### src/rtl/crmd_cfg.svh
// field positions, header layout and message codes for the descriptor framer
`ifndef CRMD_CFG_SVH
`define CRMD_CFG_SVH
// descriptor field positions
`define CRMD_D_SNOOP 15:0
`define CRMD_D_NOSNOOP 31:16
`define CRMD_D_OBFF 35:32
`define CRMD_D_DEST 15:0
`define CRMD_D_VDM 63:32
`define CRMD_D_ATS 63:0
`define CRMD_D_TYPE 78:75
`define CRMD_D_CODE 111:104
`define CRMD_D_ROUTE 114:112
`define CRMD_D_BITS 128
// bits owned by neighbouring blocks, always zero here
`define CRMD_D_ZHI 127:115
`define CRMD_D_ZMID 103:79
`define CRMD_D_ZLO 74:64
// received header layout, dword 0 holds format and type
`define CRMD_H_FMTDATA 30
`define CRMD_H_TYPE 28:24
`define CRMD_H_MSGHI 28:27
`define CRMD_H_ROUTE 26:24
`define CRMD_H_CODE 7:0
`define CRMD_H_HI 31:16
`define CRMD_H_LO 15:0
`define CRMD_H_OBFF 3:0
// header type values
`define CRMD_T_MEM 5'h00
`define CRMD_T_LOCK 5'h01
`define CRMD_T_IO 5'h02
`define CRMD_T_CFG0 5'h04
`define CRMD_T_CFG1 5'h05
`define CRMD_T_FADD 5'h0c
`define CRMD_T_SWAP 5'h0d
`define CRMD_T_CAS 5'h0e
`define CRMD_T_MSG 2'h2
// message codes and routing
`define CRMD_M_LTR 8'h10
`define CRMD_M_OBFF 8'h12
`define CRMD_M_VDM0 8'h7e
`define CRMD_M_VDM1 8'h7f
`define CRMD_M_ATS_INV 8'h01
`define CRMD_M_ATS_CPL 8'h02
`define CRMD_M_ATS_PRQ 8'h04
`define CRMD_M_ATS_PRG 8'h05
`define CRMD_R_BYID 3'h2
// flow control
`define CRMD_MARGIN 3
`define CRMD_FIFO_DEPTH 16
`endif

### src/rtl/crmd_pkg.sv
// types used by the descriptor framer; its fifo takes no types from here
`default_nettype none
package crmd_pkg;
   // request type codes carried in the descriptor
   typedef enum logic [3:0] {
      CRMD_MEM_RD = 4'b0000,
      CRMD_MEM_WR = 4'b0001,
      CRMD_IO_RD = 4'b0010,
      CRMD_IO_WR = 4'b0011,
      CRMD_FADD = 4'b0100,
      CRMD_SWAP = 4'b0101,
      CRMD_CAS = 4'b0110,
      CRMD_LOCK_RD = 4'b0111,
      CRMD_CFG0_RD = 4'b1000,
      CRMD_CFG1_RD = 4'b1001,
      CRMD_CFG0_WR = 4'b1010,
      CRMD_CFG1_WR = 4'b1011,
      CRMD_MSG = 4'b1100,
      CRMD_VDM = 4'b1101,
      CRMD_ATS = 4'b1110,
      CRMD_RSVD = 4'b1111
   } crmd_req_t;
   // decode result: deliver flag and type code
   typedef struct packed {
      logic ok;
      crmd_req_t code;
   } crmd_dec_t;
endpackage : crmd_pkg
`default_nettype wire

### src/rtl/crmd_fifo_if.sv
// interface between the framer stage and its descriptor fifo
`timescale 1ns/1ns
`default_nettype none
interface crmd_fifo_if #(parameter int WIDTH = 129, parameter int LW = 5);
   logic wr_valid; // stage holds a word
   logic wr_ready; // fifo has room
   logic [WIDTH-1:0] wr_data;
   logic rd_valid; // output register full
   logic rd_ready; // consumer takes it
   logic [WIDTH-1:0] rd_data;
   logic [LW-1:0] level; // words in memory
   modport fill(output wr_valid, wr_data, rd_ready, input wr_ready, rd_valid, rd_data, level);
   modport store(input wr_valid, wr_data, rd_ready, output wr_ready, rd_valid, rd_data, level);
endinterface : crmd_fifo_if
`default_nettype wire

### src/rtl/crmd_fifo.sv
// descriptor fifo with a registered read port
`timescale 1ns/1ns
`default_nettype none
module crmd_fifo #(
   parameter int WIDTH = 129,
   parameter int DEPTH = 16
) (
   // clock and reset
   input wire logic core_clk,
   input wire logic rst_n,
   // both sides
   crmd_fifo_if.store f
);
   // depth must be a power of two, pointers wrap by overflow
   localparam int AW = $clog2(DEPTH);
   localparam logic [AW:0] FULL = (AW+1)'(DEPTH);
   logic [WIDTH-1:0] mem_q [DEPTH]; // storage, no reset needed
   logic [AW-1:0] wp_q; // write pointer
   logic [AW-1:0] rp_q; // read pointer
   logic [AW:0] cnt_q; // words held in memory
   logic [WIDTH-1:0] out_q; // read data register
   logic out_vld_q; // read register full
   logic push;
   logic pop;
   // memory moves into the output register whenever it is free or drained
   assign push = f.wr_valid & f.wr_ready;
   assign pop = (cnt_q != '0) & (~out_vld_q | f.rd_ready);
   assign f.wr_ready = (cnt_q != FULL);
   assign f.rd_valid = out_vld_q;
   assign f.rd_data = out_q;
   assign f.level = cnt_q;
   // storage write
   always_ff @(posedge core_clk) begin
      if (push) begin
         mem_q[wp_q] <= f.wr_data;
      end
   end
   // pointers and fill count
   always_ff @(posedge core_clk) begin
      if (!rst_n) begin
         wp_q <= '0;
         rp_q <= '0;
         cnt_q <= '0;
      end else begin
         if (push) wp_q <= wp_q + 1'b1;
         if (pop) rp_q <= rp_q + 1'b1;
         cnt_q <= cnt_q + (AW+1)'(push) - (AW+1)'(pop);
      end
   end
   // output register
   always_ff @(posedge core_clk) begin
      if (!rst_n) begin
         out_q <= '0;
         out_vld_q <= 1'b0;
      end else begin
         if (pop) out_q <= mem_q[rp_q];
         out_vld_q <= pop | (out_vld_q & ~f.rd_ready);
      end
   end
   // held word may not change while waiting
   chk_fifo_out_hold: assert property (@(posedge core_clk) disable iff (!rst_n)
      out_vld_q && !f.rd_ready |=> out_vld_q && $stable(out_q))
      else $error("fifo output changed while stalled");
endmodule : crmd_fifo
`default_nettype wire

### src/rtl/crmd_framer.sv
// completer request descriptor framer: message fields and request type code
// How it works
// - ltr snoop latency into bits 15:0
// - ltr no-snoop latency into bits 31:16
// - flush code into bits 35:32
// - message code into bits 111:104
// - message routing into bits 114:112
// - vendor message by id: destination into 15:0
// - vendor message: header dword 3 into 63:32
// - translation message: dwords 2,3 into 63:0
// - memory, io and atomic type codes 0000-0110
// - locked read 0111, legacy devices only
// - configuration codes 1000-1011, never delivered here
// - message codes 1100-1110, 1111 reserved
// - type code sits in bits 78:75
// - descriptor and its payload flag leave together in the same cycle
`timescale 1ns/1ns
`default_nettype none
`include "crmd_cfg.svh"
module crmd_framer #(
   parameter int DEPTH = `CRMD_FIFO_DEPTH,
   parameter bit LEGACY = 1'b0
) (
   // clock and reset
   input wire logic core_clk,
   input wire logic rst_n,
   // received header from the transaction layer
   input wire logic hdr_valid,
   output logic hdr_ready,
   input wire logic [31:0] hdr_dw0,
   input wire logic [31:0] hdr_dw1,
   input wire logic [31:0] hdr_dw2,
   input wire logic [31:0] hdr_dw3,
   output logic hdr_discard,
   // descriptor stream on the completer request path
   output logic desc_valid,
   input wire logic desc_ready,
   output logic [127:0] desc_data,
   output logic desc_payload
);
   localparam int W = `CRMD_D_BITS + 1; // descriptor plus payload flag
   localparam int LW = $clog2(DEPTH) + 1;

   // vendor-defined message codes
   function automatic logic is_vdm(input logic [7:0] mc);
      is_vdm = (mc == `CRMD_M_VDM0) || (mc == `CRMD_M_VDM1);
   endfunction : is_vdm

   // address translation message codes
   function automatic logic is_ats(input logic [7:0] mc);
      is_ats = (mc == `CRMD_M_ATS_INV) || (mc == `CRMD_M_ATS_CPL) ||
         (mc == `CRMD_M_ATS_PRQ) || (mc == `CRMD_M_ATS_PRG);
   endfunction : is_ats

   // header format and type to request type code
   function automatic crmd_pkg::crmd_dec_t decode(input logic [31:0] dw0,
      input logic [31:0] dw1);
      crmd_pkg::crmd_dec_t d;
      logic [4:0] t;
      logic wr;
      logic [7:0] mc;
      t = dw0[`CRMD_H_TYPE];
      wr = dw0[`CRMD_H_FMTDATA];
      mc = dw1[`CRMD_H_CODE];
      // default is deliverable; drops clear ok below
      d.ok = 1'b1;
      d.code = crmd_pkg::CRMD_RSVD;
      if (dw0[`CRMD_H_MSGHI] == `CRMD_T_MSG) begin
         // message group split by code
         if (is_vdm(mc)) begin
            d.code = crmd_pkg::CRMD_VDM;
         end else if (is_ats(mc)) begin
            d.code = crmd_pkg::CRMD_ATS;
         end else begin
            d.code = crmd_pkg::CRMD_MSG;
         end
      end else if (t == `CRMD_T_MEM) begin
         d.code = wr ? crmd_pkg::CRMD_MEM_WR : crmd_pkg::CRMD_MEM_RD;
      end else if (t == `CRMD_T_IO) begin
         d.code = wr ? crmd_pkg::CRMD_IO_WR : crmd_pkg::CRMD_IO_RD;
      end else if (t == `CRMD_T_FADD) begin
         d.code = crmd_pkg::CRMD_FADD;
      end else if (t == `CRMD_T_SWAP) begin
         d.code = crmd_pkg::CRMD_SWAP;
      end else if (t == `CRMD_T_CAS) begin
         d.code = crmd_pkg::CRMD_CAS;
      end else if (t == `CRMD_T_LOCK) begin
         // non-legacy completers never see locked reads
         d.code = crmd_pkg::CRMD_LOCK_RD;
         d.ok = LEGACY;
      end else if (t == `CRMD_T_CFG0) begin
         // configuration is served inside, not on this path
         d.code = wr ? crmd_pkg::CRMD_CFG0_WR : crmd_pkg::CRMD_CFG0_RD;
         d.ok = 1'b0;
      end else if (t == `CRMD_T_CFG1) begin
         d.code = wr ? crmd_pkg::CRMD_CFG1_WR : crmd_pkg::CRMD_CFG1_RD;
         d.ok = 1'b0;
      end else begin
         // unknown type, never framed with the reserved code
         d.ok = 1'b0;
      end
      decode = d;
   endfunction : decode

   // header plus type code to descriptor word
   function automatic logic [127:0] build(input logic [31:0] dw0,
      input logic [31:0] dw1, input logic [31:0] dw2, input logic [31:0] dw3,
      input crmd_pkg::crmd_req_t code);
      logic [127:0] d;
      logic [7:0] mc;
      logic [2:0] rt;
      // fields not defined for the type stay zero
      d = '0;
      mc = dw1[`CRMD_H_CODE];
      rt = dw0[`CRMD_H_ROUTE];
      d[`CRMD_D_TYPE] = code;
      // message fields only for the three message codes
      if (code == crmd_pkg::CRMD_MSG || code == crmd_pkg::CRMD_VDM ||
         code == crmd_pkg::CRMD_ATS) begin
         d[`CRMD_D_CODE] = mc;
         d[`CRMD_D_ROUTE] = rt;
         if (code == crmd_pkg::CRMD_MSG && mc == `CRMD_M_LTR) begin
            d[`CRMD_D_SNOOP] = dw3[`CRMD_H_LO];
            d[`CRMD_D_NOSNOOP] = dw3[`CRMD_H_HI];
         end else if (code == crmd_pkg::CRMD_MSG && mc == `CRMD_M_OBFF) begin
            // reserved flush codes pass through unchanged
            d[`CRMD_D_OBFF] = dw3[`CRMD_H_OBFF];
         end else if (code == crmd_pkg::CRMD_VDM) begin
            d[`CRMD_D_VDM] = dw3;
            if (rt == `CRMD_R_BYID) begin
               d[`CRMD_D_DEST] = dw2[`CRMD_H_HI];
            end
         end else if (code == crmd_pkg::CRMD_ATS) begin
            d[`CRMD_D_ATS] = {dw3, dw2};
         end
      end
      build = d;
   endfunction : build

   crmd_pkg::crmd_dec_t dec; // decode of the offered header
   logic accept; // header taken this cycle
   logic hdr_ready_q; // registered ready toward the source
   logic discard_q; // one-cycle pulse for a dropped header
   logic s_vld_q; // stage holds a descriptor
   logic [W-1:0] s_q; // stage word, payload flag on top

   crmd_fifo_if #(.WIDTH(W), .LW(LW)) fif ();

   // decode runs on the header as offered
   always_comb begin
      dec = decode(hdr_dw0, hdr_dw1);
   end

   // a header moves only on valid and registered ready
   assign accept = hdr_valid & hdr_ready_q;

   // ready is registered, so it lags the fifo by one cycle;
   // the margin covers the stage word and one header in flight
   always_ff @(posedge core_clk) begin
      if (!rst_n) begin
         hdr_ready_q <= 1'b0;
      end else begin
         hdr_ready_q <= (int'(fif.level) + `CRMD_MARGIN <= DEPTH);
      end
   end

   // stage valid: loaded by a delivered header, emptied into the fifo
   always_ff @(posedge core_clk) begin
      if (!rst_n) begin
         s_vld_q <= 1'b0;
      end else if (accept && dec.ok) begin
         s_vld_q <= 1'b1;
      end else if (fif.wr_ready) begin
         s_vld_q <= 1'b0;
      end
   end

   // stage data: descriptor with payload flag above it
   always_ff @(posedge core_clk) begin
      if (!rst_n) begin
         s_q <= '0;
      end else if (accept && dec.ok) begin
         s_q <= {hdr_dw0[`CRMD_H_FMTDATA],
            build(hdr_dw0, hdr_dw1, hdr_dw2, hdr_dw3, dec.code)};
      end
   end

   // dropped headers still leave the source, flagged by a pulse
   always_ff @(posedge core_clk) begin
      if (!rst_n) begin
         discard_q <= 1'b0;
      end else begin
         discard_q <= accept & ~dec.ok;
      end
   end

   // descriptor buffer, drained by the user side
   crmd_fifo #(.WIDTH(W), .DEPTH(DEPTH)) u_fifo (
      .core_clk(core_clk),
      .rst_n(rst_n),
      .f(fif.store)
   );

   // stage feeds the fifo; the margin keeps wr_ready high here
   assign fif.wr_valid = s_vld_q;
   assign fif.wr_data = s_q;
   assign fif.rd_ready = desc_ready;

   // outputs come from the fifo output register and local flops
   assign hdr_ready = hdr_ready_q;
   assign hdr_discard = discard_q;
   assign desc_valid = fif.rd_valid;
   assign desc_data = fif.rd_data[`CRMD_D_BITS-1:0];
   assign desc_payload = fif.rd_data[`CRMD_D_BITS];

   // helpers for checks on the stage word
   // acc_msg looks at the raw header, not at the decode
   logic acc_msg;
   logic [7:0] in_code;
   assign acc_msg = accept && (hdr_dw0[`CRMD_H_MSGHI] == `CRMD_T_MSG);
   assign in_code = hdr_dw1[`CRMD_H_CODE];

   chk_ltr_snoop_val: assert property (@(posedge core_clk) disable iff (!rst_n)
      acc_msg && in_code == `CRMD_M_LTR |=>
      s_vld_q && s_q[`CRMD_D_SNOOP] == $past(hdr_dw3[`CRMD_H_LO]))
      else $error("snoop latency not framed");

   chk_ltr_nosnoop_val: assert property (@(posedge core_clk) disable iff (!rst_n)
      acc_msg && in_code == `CRMD_M_LTR |=>
      s_q[`CRMD_D_NOSNOOP] == $past(hdr_dw3[`CRMD_H_HI]))
      else $error("no-snoop latency not framed");

   chk_obff_code_val: assert property (@(posedge core_clk) disable iff (!rst_n)
      acc_msg && in_code == `CRMD_M_OBFF |=>
      s_q[`CRMD_D_OBFF] == $past(hdr_dw3[`CRMD_H_OBFF]) &&
      s_q[`CRMD_D_NOSNOOP] == '0 && s_q[`CRMD_D_SNOOP] == '0)
      else $error("flush code not framed");

   chk_msg_code_route: assert property (@(posedge core_clk) disable iff (!rst_n)
      acc_msg |=> s_q[`CRMD_D_CODE] == $past(in_code) &&
      s_q[`CRMD_D_ROUTE] == $past(hdr_dw0[`CRMD_H_ROUTE]))
      else $error("message code or routing wrong");

   chk_vdm_dest_hdr: assert property (@(posedge core_clk) disable iff (!rst_n)
      acc_msg && is_vdm(in_code) && hdr_dw0[`CRMD_H_ROUTE] == `CRMD_R_BYID |=>
      s_q[`CRMD_D_DEST] == $past(hdr_dw2[`CRMD_H_HI]) &&
      s_q[`CRMD_D_VDM] == $past(hdr_dw3))
      else $error("vendor message fields wrong");

   chk_ats_header_copy: assert property (@(posedge core_clk) disable iff (!rst_n)
      acc_msg && is_ats(in_code) |=> s_q[`CRMD_D_ATS] == $past({hdr_dw3, hdr_dw2}) &&
      s_q[`CRMD_D_TYPE] == crmd_pkg::CRMD_ATS)
      else $error("translation header wrong");

   chk_mem_type_code: assert property (@(posedge core_clk) disable iff (!rst_n)
      accept && hdr_dw0[`CRMD_H_TYPE] == `CRMD_T_MEM |=>
      s_q[`CRMD_D_TYPE] == {3'h0, $past(hdr_dw0[`CRMD_H_FMTDATA])} &&
      s_q[`CRMD_D_ATS] == '0 && s_q[`CRMD_D_ROUTE] == '0 && s_q[`CRMD_D_CODE] == '0)
      else $error("memory request type wrong");

   chk_cfg_lock_drop: assert property (@(posedge core_clk) disable iff (!rst_n)
      accept && (hdr_dw0[`CRMD_H_TYPE] == `CRMD_T_CFG0 ||
      (!LEGACY && hdr_dw0[`CRMD_H_TYPE] == `CRMD_T_LOCK)) |=>
      hdr_discard && $stable(s_q))
      else $error("configuration or locked request framed");

   // reserved 1111 sits inside the message range, so the or needs its brackets
   chk_no_rsvd_code: assert property (@(posedge core_clk) disable iff (!rst_n)
      desc_valid |-> desc_data[`CRMD_D_TYPE] != crmd_pkg::CRMD_RSVD &&
      (desc_data[`CRMD_D_TYPE] < crmd_pkg::CRMD_CFG0_RD ||
      desc_data[`CRMD_D_TYPE] >= crmd_pkg::CRMD_MSG))
      else $error("illegal type code delivered");

   chk_payload_flag: assert property (@(posedge core_clk) disable iff (!rst_n)
      accept && dec.ok |=> s_q[`CRMD_D_BITS] == $past(hdr_dw0[`CRMD_H_FMTDATA]))
      else $error("payload flag wrong");

   chk_stage_no_block: assert property (@(posedge core_clk) disable iff (!rst_n)
      s_vld_q |-> fif.wr_ready)
      else $error("stage blocked by full fifo");

   // io requests split on the data bit
   chk_io_type_code: assert property (@(posedge core_clk) disable iff (!rst_n)
      accept && hdr_dw0[`CRMD_H_TYPE] == `CRMD_T_IO |=> s_vld_q &&
      s_q[`CRMD_D_TYPE] == ($past(hdr_dw0[`CRMD_H_FMTDATA]) ?
      crmd_pkg::CRMD_IO_WR : crmd_pkg::CRMD_IO_RD))
      else $error("io request type wrong");

   // atomics carry fixed codes whatever the data bit says
   chk_fadd_type_code: assert property (@(posedge core_clk) disable iff (!rst_n)
      accept && hdr_dw0[`CRMD_H_TYPE] == `CRMD_T_FADD |=>
      s_vld_q && s_q[`CRMD_D_TYPE] == crmd_pkg::CRMD_FADD)
      else $error("fetch-and-add type wrong");

   chk_swap_type_code: assert property (@(posedge core_clk) disable iff (!rst_n)
      accept && hdr_dw0[`CRMD_H_TYPE] == `CRMD_T_SWAP |=>
      s_vld_q && s_q[`CRMD_D_TYPE] == crmd_pkg::CRMD_SWAP)
      else $error("swap type wrong");

   chk_cas_type_code: assert property (@(posedge core_clk) disable iff (!rst_n)
      accept && hdr_dw0[`CRMD_H_TYPE] == `CRMD_T_CAS |=>
      s_vld_q && s_q[`CRMD_D_TYPE] == crmd_pkg::CRMD_CAS)
      else $error("compare-and-swap type wrong");

   // a legacy build hands locked reads on like any read
   chk_lock_legacy_code: assert property (@(posedge core_clk) disable iff (!rst_n)
      accept && LEGACY && hdr_dw0[`CRMD_H_TYPE] == `CRMD_T_LOCK |=>
      s_vld_q && !hdr_discard && s_q[`CRMD_D_TYPE] == crmd_pkg::CRMD_LOCK_RD)
      else $error("locked read not framed");

   // type 1 configuration is dropped too, the stage stays empty
   chk_cfg1_type_drop: assert property (@(posedge core_clk) disable iff (!rst_n)
      accept && hdr_dw0[`CRMD_H_TYPE] == `CRMD_T_CFG1 |=> hdr_discard && !s_vld_q)
      else $error("type 1 configuration framed");

   // plain messages: neither vendor nor translation codes
   chk_msg_type_code: assert property (@(posedge core_clk) disable iff (!rst_n)
      acc_msg && !is_vdm(in_code) && !is_ats(in_code) |=>
      s_vld_q && s_q[`CRMD_D_TYPE] == crmd_pkg::CRMD_MSG)
      else $error("message type wrong");

   // vendor message not routed by id leaves the destination clear
   chk_vdm_other_route: assert property (@(posedge core_clk) disable iff (!rst_n)
      acc_msg && is_vdm(in_code) && hdr_dw0[`CRMD_H_ROUTE] != `CRMD_R_BYID |=>
      s_q[`CRMD_D_DEST] == '0 && s_q[`CRMD_D_VDM] == $past(hdr_dw3) &&
      s_q[`CRMD_D_TYPE] == crmd_pkg::CRMD_VDM)
      else $error("vendor message by route wrong");

   // bits that neighbouring blocks fill never leave nonzero from here
   chk_unused_bits_zero: assert property (@(posedge core_clk) disable iff (!rst_n)
      desc_valid |-> desc_data[`CRMD_D_ZHI] == '0 && desc_data[`CRMD_D_ZMID] == '0 &&
      desc_data[`CRMD_D_ZLO] == '0)
      else $error("unowned descriptor bits set");

   // a stalled descriptor and its payload flag hold still
   chk_desc_stall_hold: assert property (@(posedge core_clk) disable iff (!rst_n)
      desc_valid && !desc_ready |=> desc_valid && $stable(desc_data) &&
      $stable(desc_payload))
      else $error("descriptor changed while stalled");

   // ready drops one cycle after the fifo passes the margin
   chk_ready_refuse: assert property (@(posedge core_clk) disable iff (!rst_n)
      fif.level > DEPTH - `CRMD_MARGIN |=> !hdr_ready)
      else $error("header ready above the margin");

endmodule : crmd_framer
`default_nettype wire

### config.mk
export PLATFORM = sky130hd
export DESIGN_NAME = crmd_framer
export DESIGN_NICKNAME = d
export VERILOG_FILES = /design/src/rtl/crmd_pkg.sv /design/src/rtl/crmd_fifo_if.sv /design/src/rtl/crmd_fifo.sv /design/src/rtl/crmd_framer.sv
export VERILOG_INCLUDE_DIRS = /design/src /design/src/rtl
export SDC_FILE = /design/constraint.sdc
export NUM_CORES = 2
export LEC_CHECK = 0
export BUFFER_PORTS_ARGS = -buffer_cell sky130_fd_sc_hd__buf_2
export CAP_MARGIN = 10
export CORE_ASPECT_RATIO = 0.6
export CORE_UTILIZATION = 55
export CTS_BUF_LIST = sky130_fd_sc_hd__clkbuf_8
export DETAILED_ROUTE_END_ITERATION = 8
export PLACE_DENSITY = 0.74
export SYNTH_ARGS = -nofsm -noshare
export SYNTH_HDL_FRONTEND = slang
export SYNTH_SLANG_ARGS = --single-unit
### constraint.sdc
create_clock -name core_clk -period 17.8 [get_ports core_clk]
set_clock_uncertainty 0.2 [all_clocks]
set_input_delay 3.56 -clock core_clk [delete_from_list [all_inputs] [get_ports core_clk]]
set_output_delay 3.56 -clock core_clk [all_outputs]
set_load 0.02 [all_outputs]
==> metrics <==
switching share of power 27.7%; endpoint type of the worst setup path flop; core box area 0.0987 mm²; WHS Path Cells 2; CTS Root Cell clkbuf_8; CP max-delay cell buf_4; register area share after synthesis 76.3%; worst hold margin 0.258 ns; Pwr Density 128 mW/mm²; cell family with most CP delay buffers and inverters; Wirelength per Cell 29.7 µm; largest net degree at the start of global routing 134; initial core utilization 55.8%; TritonCTS Buffers 197; die width 410 µm; max-slew violations 0; Power Total 0.00779 W; WL final 130000 µm; RSZ-0062 raised after global routing false; setup TNS 0 ns; fin nets 3040; Leak 19.6 nW; Hold Path Sink u_fifo.f.rd_data[14]$_SDFFE_PN0P_; GRT Util Overall 25.8%; status finished, violations left; worst-margin pin slew 1.19 ns; Max Clock Freq 174 MHz; Max-slew headroom 20.3%; CTS Sinks 1457; Die Y 247 µm; HP Class reg -> reg; H-tree Lvls 4; Final Cell Area 0.0611 mm²; post-CTS resize count 0; reg-to-reg endpoint u_fifo.mem_q[7][41]$_DFFE_PP_; most frequent cells in the layout edfxtp_1 (1280), mux4_2 (320), clkbuf_8 (220); clk slew on worst S/H paths 0.06 ns; CTS Hold Buffers Added 0; Row Count 89; ys async rst share 0%; worst-skew pair later-pin latency 0.89 ns; Clock power frac 31.5%; R2R Setup Slk 13.46 ns; Post-synth top flop edfxtp_1; Remaining DRCs 12; Tmin final 5.74 ns; Worst Path Arrival 6.31 ns; DR vias 27600; max-cap viol count 0; Critical Path Start Type primary input; routability congestion estimate 0.838; crit path max fanout 59; post-detail-place hpwl 68700 µm; synth unique cells 58; Logic pwr share 18.1%; kind of critical path in -> reg; CP bufs+invs 3; NetSw 0.00216 W; Final setup viols 0; Mapped Area 0.0550 mm²; GRT overflow 0; PortBufs 164; CTS tree done; Max stage delay on crit path 1.00 ns; CP Cell Sequence buf_2 > buf_4 > nor2b_4 > buf_4 > nand2_1 > o221ai_1; vias in the first global route 27700; number of synthesized flops with an enable pin 1280; initial antenna violation count 6; Ys Warns 0; GR Layer Usage met2 40.8%; drt first pass iters 9; worst-case clock buffer depth 3; met3 Usage GRT 4.26%; Sequential Power Share 50.4%; maximum vdd drop 0.000133 V; Final period util 32.2%; Final ANT Viol Nets 0; worst path required time 18.37 ns; Mapped Cells 2623; CP most frequent cell buf_4; Ports 264; die area 0.101 mm²; area grow syn2layout 11.0%; layout cells sized above 1 27.3%; commonest non-fill, non-tap cell in the layout edfxtp_1; DP Area 0.0572 mm²; first-pass GRT wire length 187000 µm; violated checks DRC; Final Hold Fails 0; Internal Power 0.00563 W; via/cell ratio 6.30; Synth Area per Inst 21.0 µm²; hold path start u_fifo.f.rd_data[14]$_SDFFE_PN0P_; gr busiest metal met2; Worst path depth 6; Worst R2R Path Depth 7; launch point of the worst reg-to-reg path u_fifo.f.level[2]$_SDFF_PN0_; met1 GRT Util 36.4%; Post-CTS Setup Bufs 0; initial DRC count 3030; post-synthesis sequential element count 1457
layout make-up:
type / instances / area [µm²]
clock inverter: 146 / 806
timing repair buffer: 219 / 1260
antenna: 7 / 17.5
clock buffer: 220 / 3030
fill: 6657 / 37600
multi-input combinational: 1003 / 12300
sequential: 1457 / 42000
inverter: 14 / 52.6
tap: 1319 / 1650
logic make-up after synthesis:
family,synth area share [%]
AND/OR/NAND/NOR,1.84
AO/OA/AOI/OAI,3.27
adder cells (fa/ha/maj),0.377
other,0.00682
multiplexers,16.0
buffers and inverters,2.00
XOR/XNOR,0.175
flip-flops,76.3
metal layers:
| layer | wire (µm) | vias up |
|---|---|---|
| li1 | - | 11300 |
| met1 | 52200 | 14600 |
| met2 | 62400 | 1480 |
| met3 | 11100 | 250 |
| met4 | 4590 | 0 |
| met5 | 0 | - |
Yosys cell counts (2+ instances only):
cell type	instances	share of area, %
clkbuf_1	73	0.50
ha_1	15	0.34
buf_4	53	0.72
mux4_2	320	13
o221ai_1	79	1.3
nand2_1	142	0.97
nand3_1	3	0.027
nand2b_1	5	0.057
buf_2	52	0.47
and2_1	11	0.13
a21oi_1	26	0.24
xnor2_1	7	0.11
a31oi_2	2	0.045
a21boi_0	5	0.068
a22oi_1	27	0.37
buf_1	13	0.089
o21ai_0	5	0.045
mux2i_1	161	2.9
buf_6	4	0.082
a21o_1	16	0.22
a22o_1	28	0.45
nor2b_1	20	0.23
dfxtp_1	177	6.4
a31oi_1	2	0.023
a221o_2	3	0.061
edfxtp_1	1280	70
nor3_1	6	0.055
nand4_1	3	0.034
nor2_1	23	0.16
a221o_1	14	0.25
xor2_1	4	0.064
inv_1	14	0.096
a32o_1	5	0.091
power by group through the flow:
stage	Clock (W)	Combinational (W)	Sequential (W)
after floorplan	0	0.00101	0.00401
after global placement	0	0.00141	0.00400
after detailed placement	0	0.00143	0.00400
after CTS	0.00249	0.00143	0.00393
after global routing	0.00263	0.00151	0.00394
final	0.00245	0.00141	0.00393
state kept, by name, indices dropped and copies added (netlist names):
register	flops
u_fifo.f.level	5
u_fifo.f.rd_valid	1
hdr_discard	1
u_fifo.mem_q	1280
u_fifo.f.rd_data	80
hdr_ready	1
u_fifo.rp_q	4
fif.wr_data	80
fif.wr_valid	1
u_fifo.wp_q	4
how the worst max path moves through the flow:
stage,start,end
after floorplan,u_fifo.f.level[2]$_SDFF_PN0_,u_fifo.mem_q[3][0]$_DFFE_PP_
after global placement,rst_n,u_fifo.f.rd_data[27]$_SDFFE_PN0P_
after detailed placement,rst_n,u_fifo.f.rd_data[26]$_SDFFE_PN0P_
after CTS,rst_n,u_fifo.f.rd_data[26]$_SDFFE_PN0P_
after global routing,rst_n,u_fifo.f.rd_data[26]$_SDFFE_PN0P_
final,rst_n,u_fifo.f.rd_data[26]$_SDFFE_PN0P_
per-stage QoR:
step | utilization [%] | cells | setup slack [ns]
CTS | 61.9 | 4378 | 12.13
detailed placement | 58.0 | 4012 | 11.16
global route | 61.9 | 4382 | 11.98
finish | 61.9 | 4385 | 12.06
floorplan | - | 2671 | 10.27
global placement | 58.0 | 4012 | 11.27
worst min-delay path: stages, from the launching register on:
cell and delay (ns):
dfxtp_1 0.32, nand2_1 0.05, o221ai_1 0.05
No activity file was read; power rests on OpenSTA's default activity.
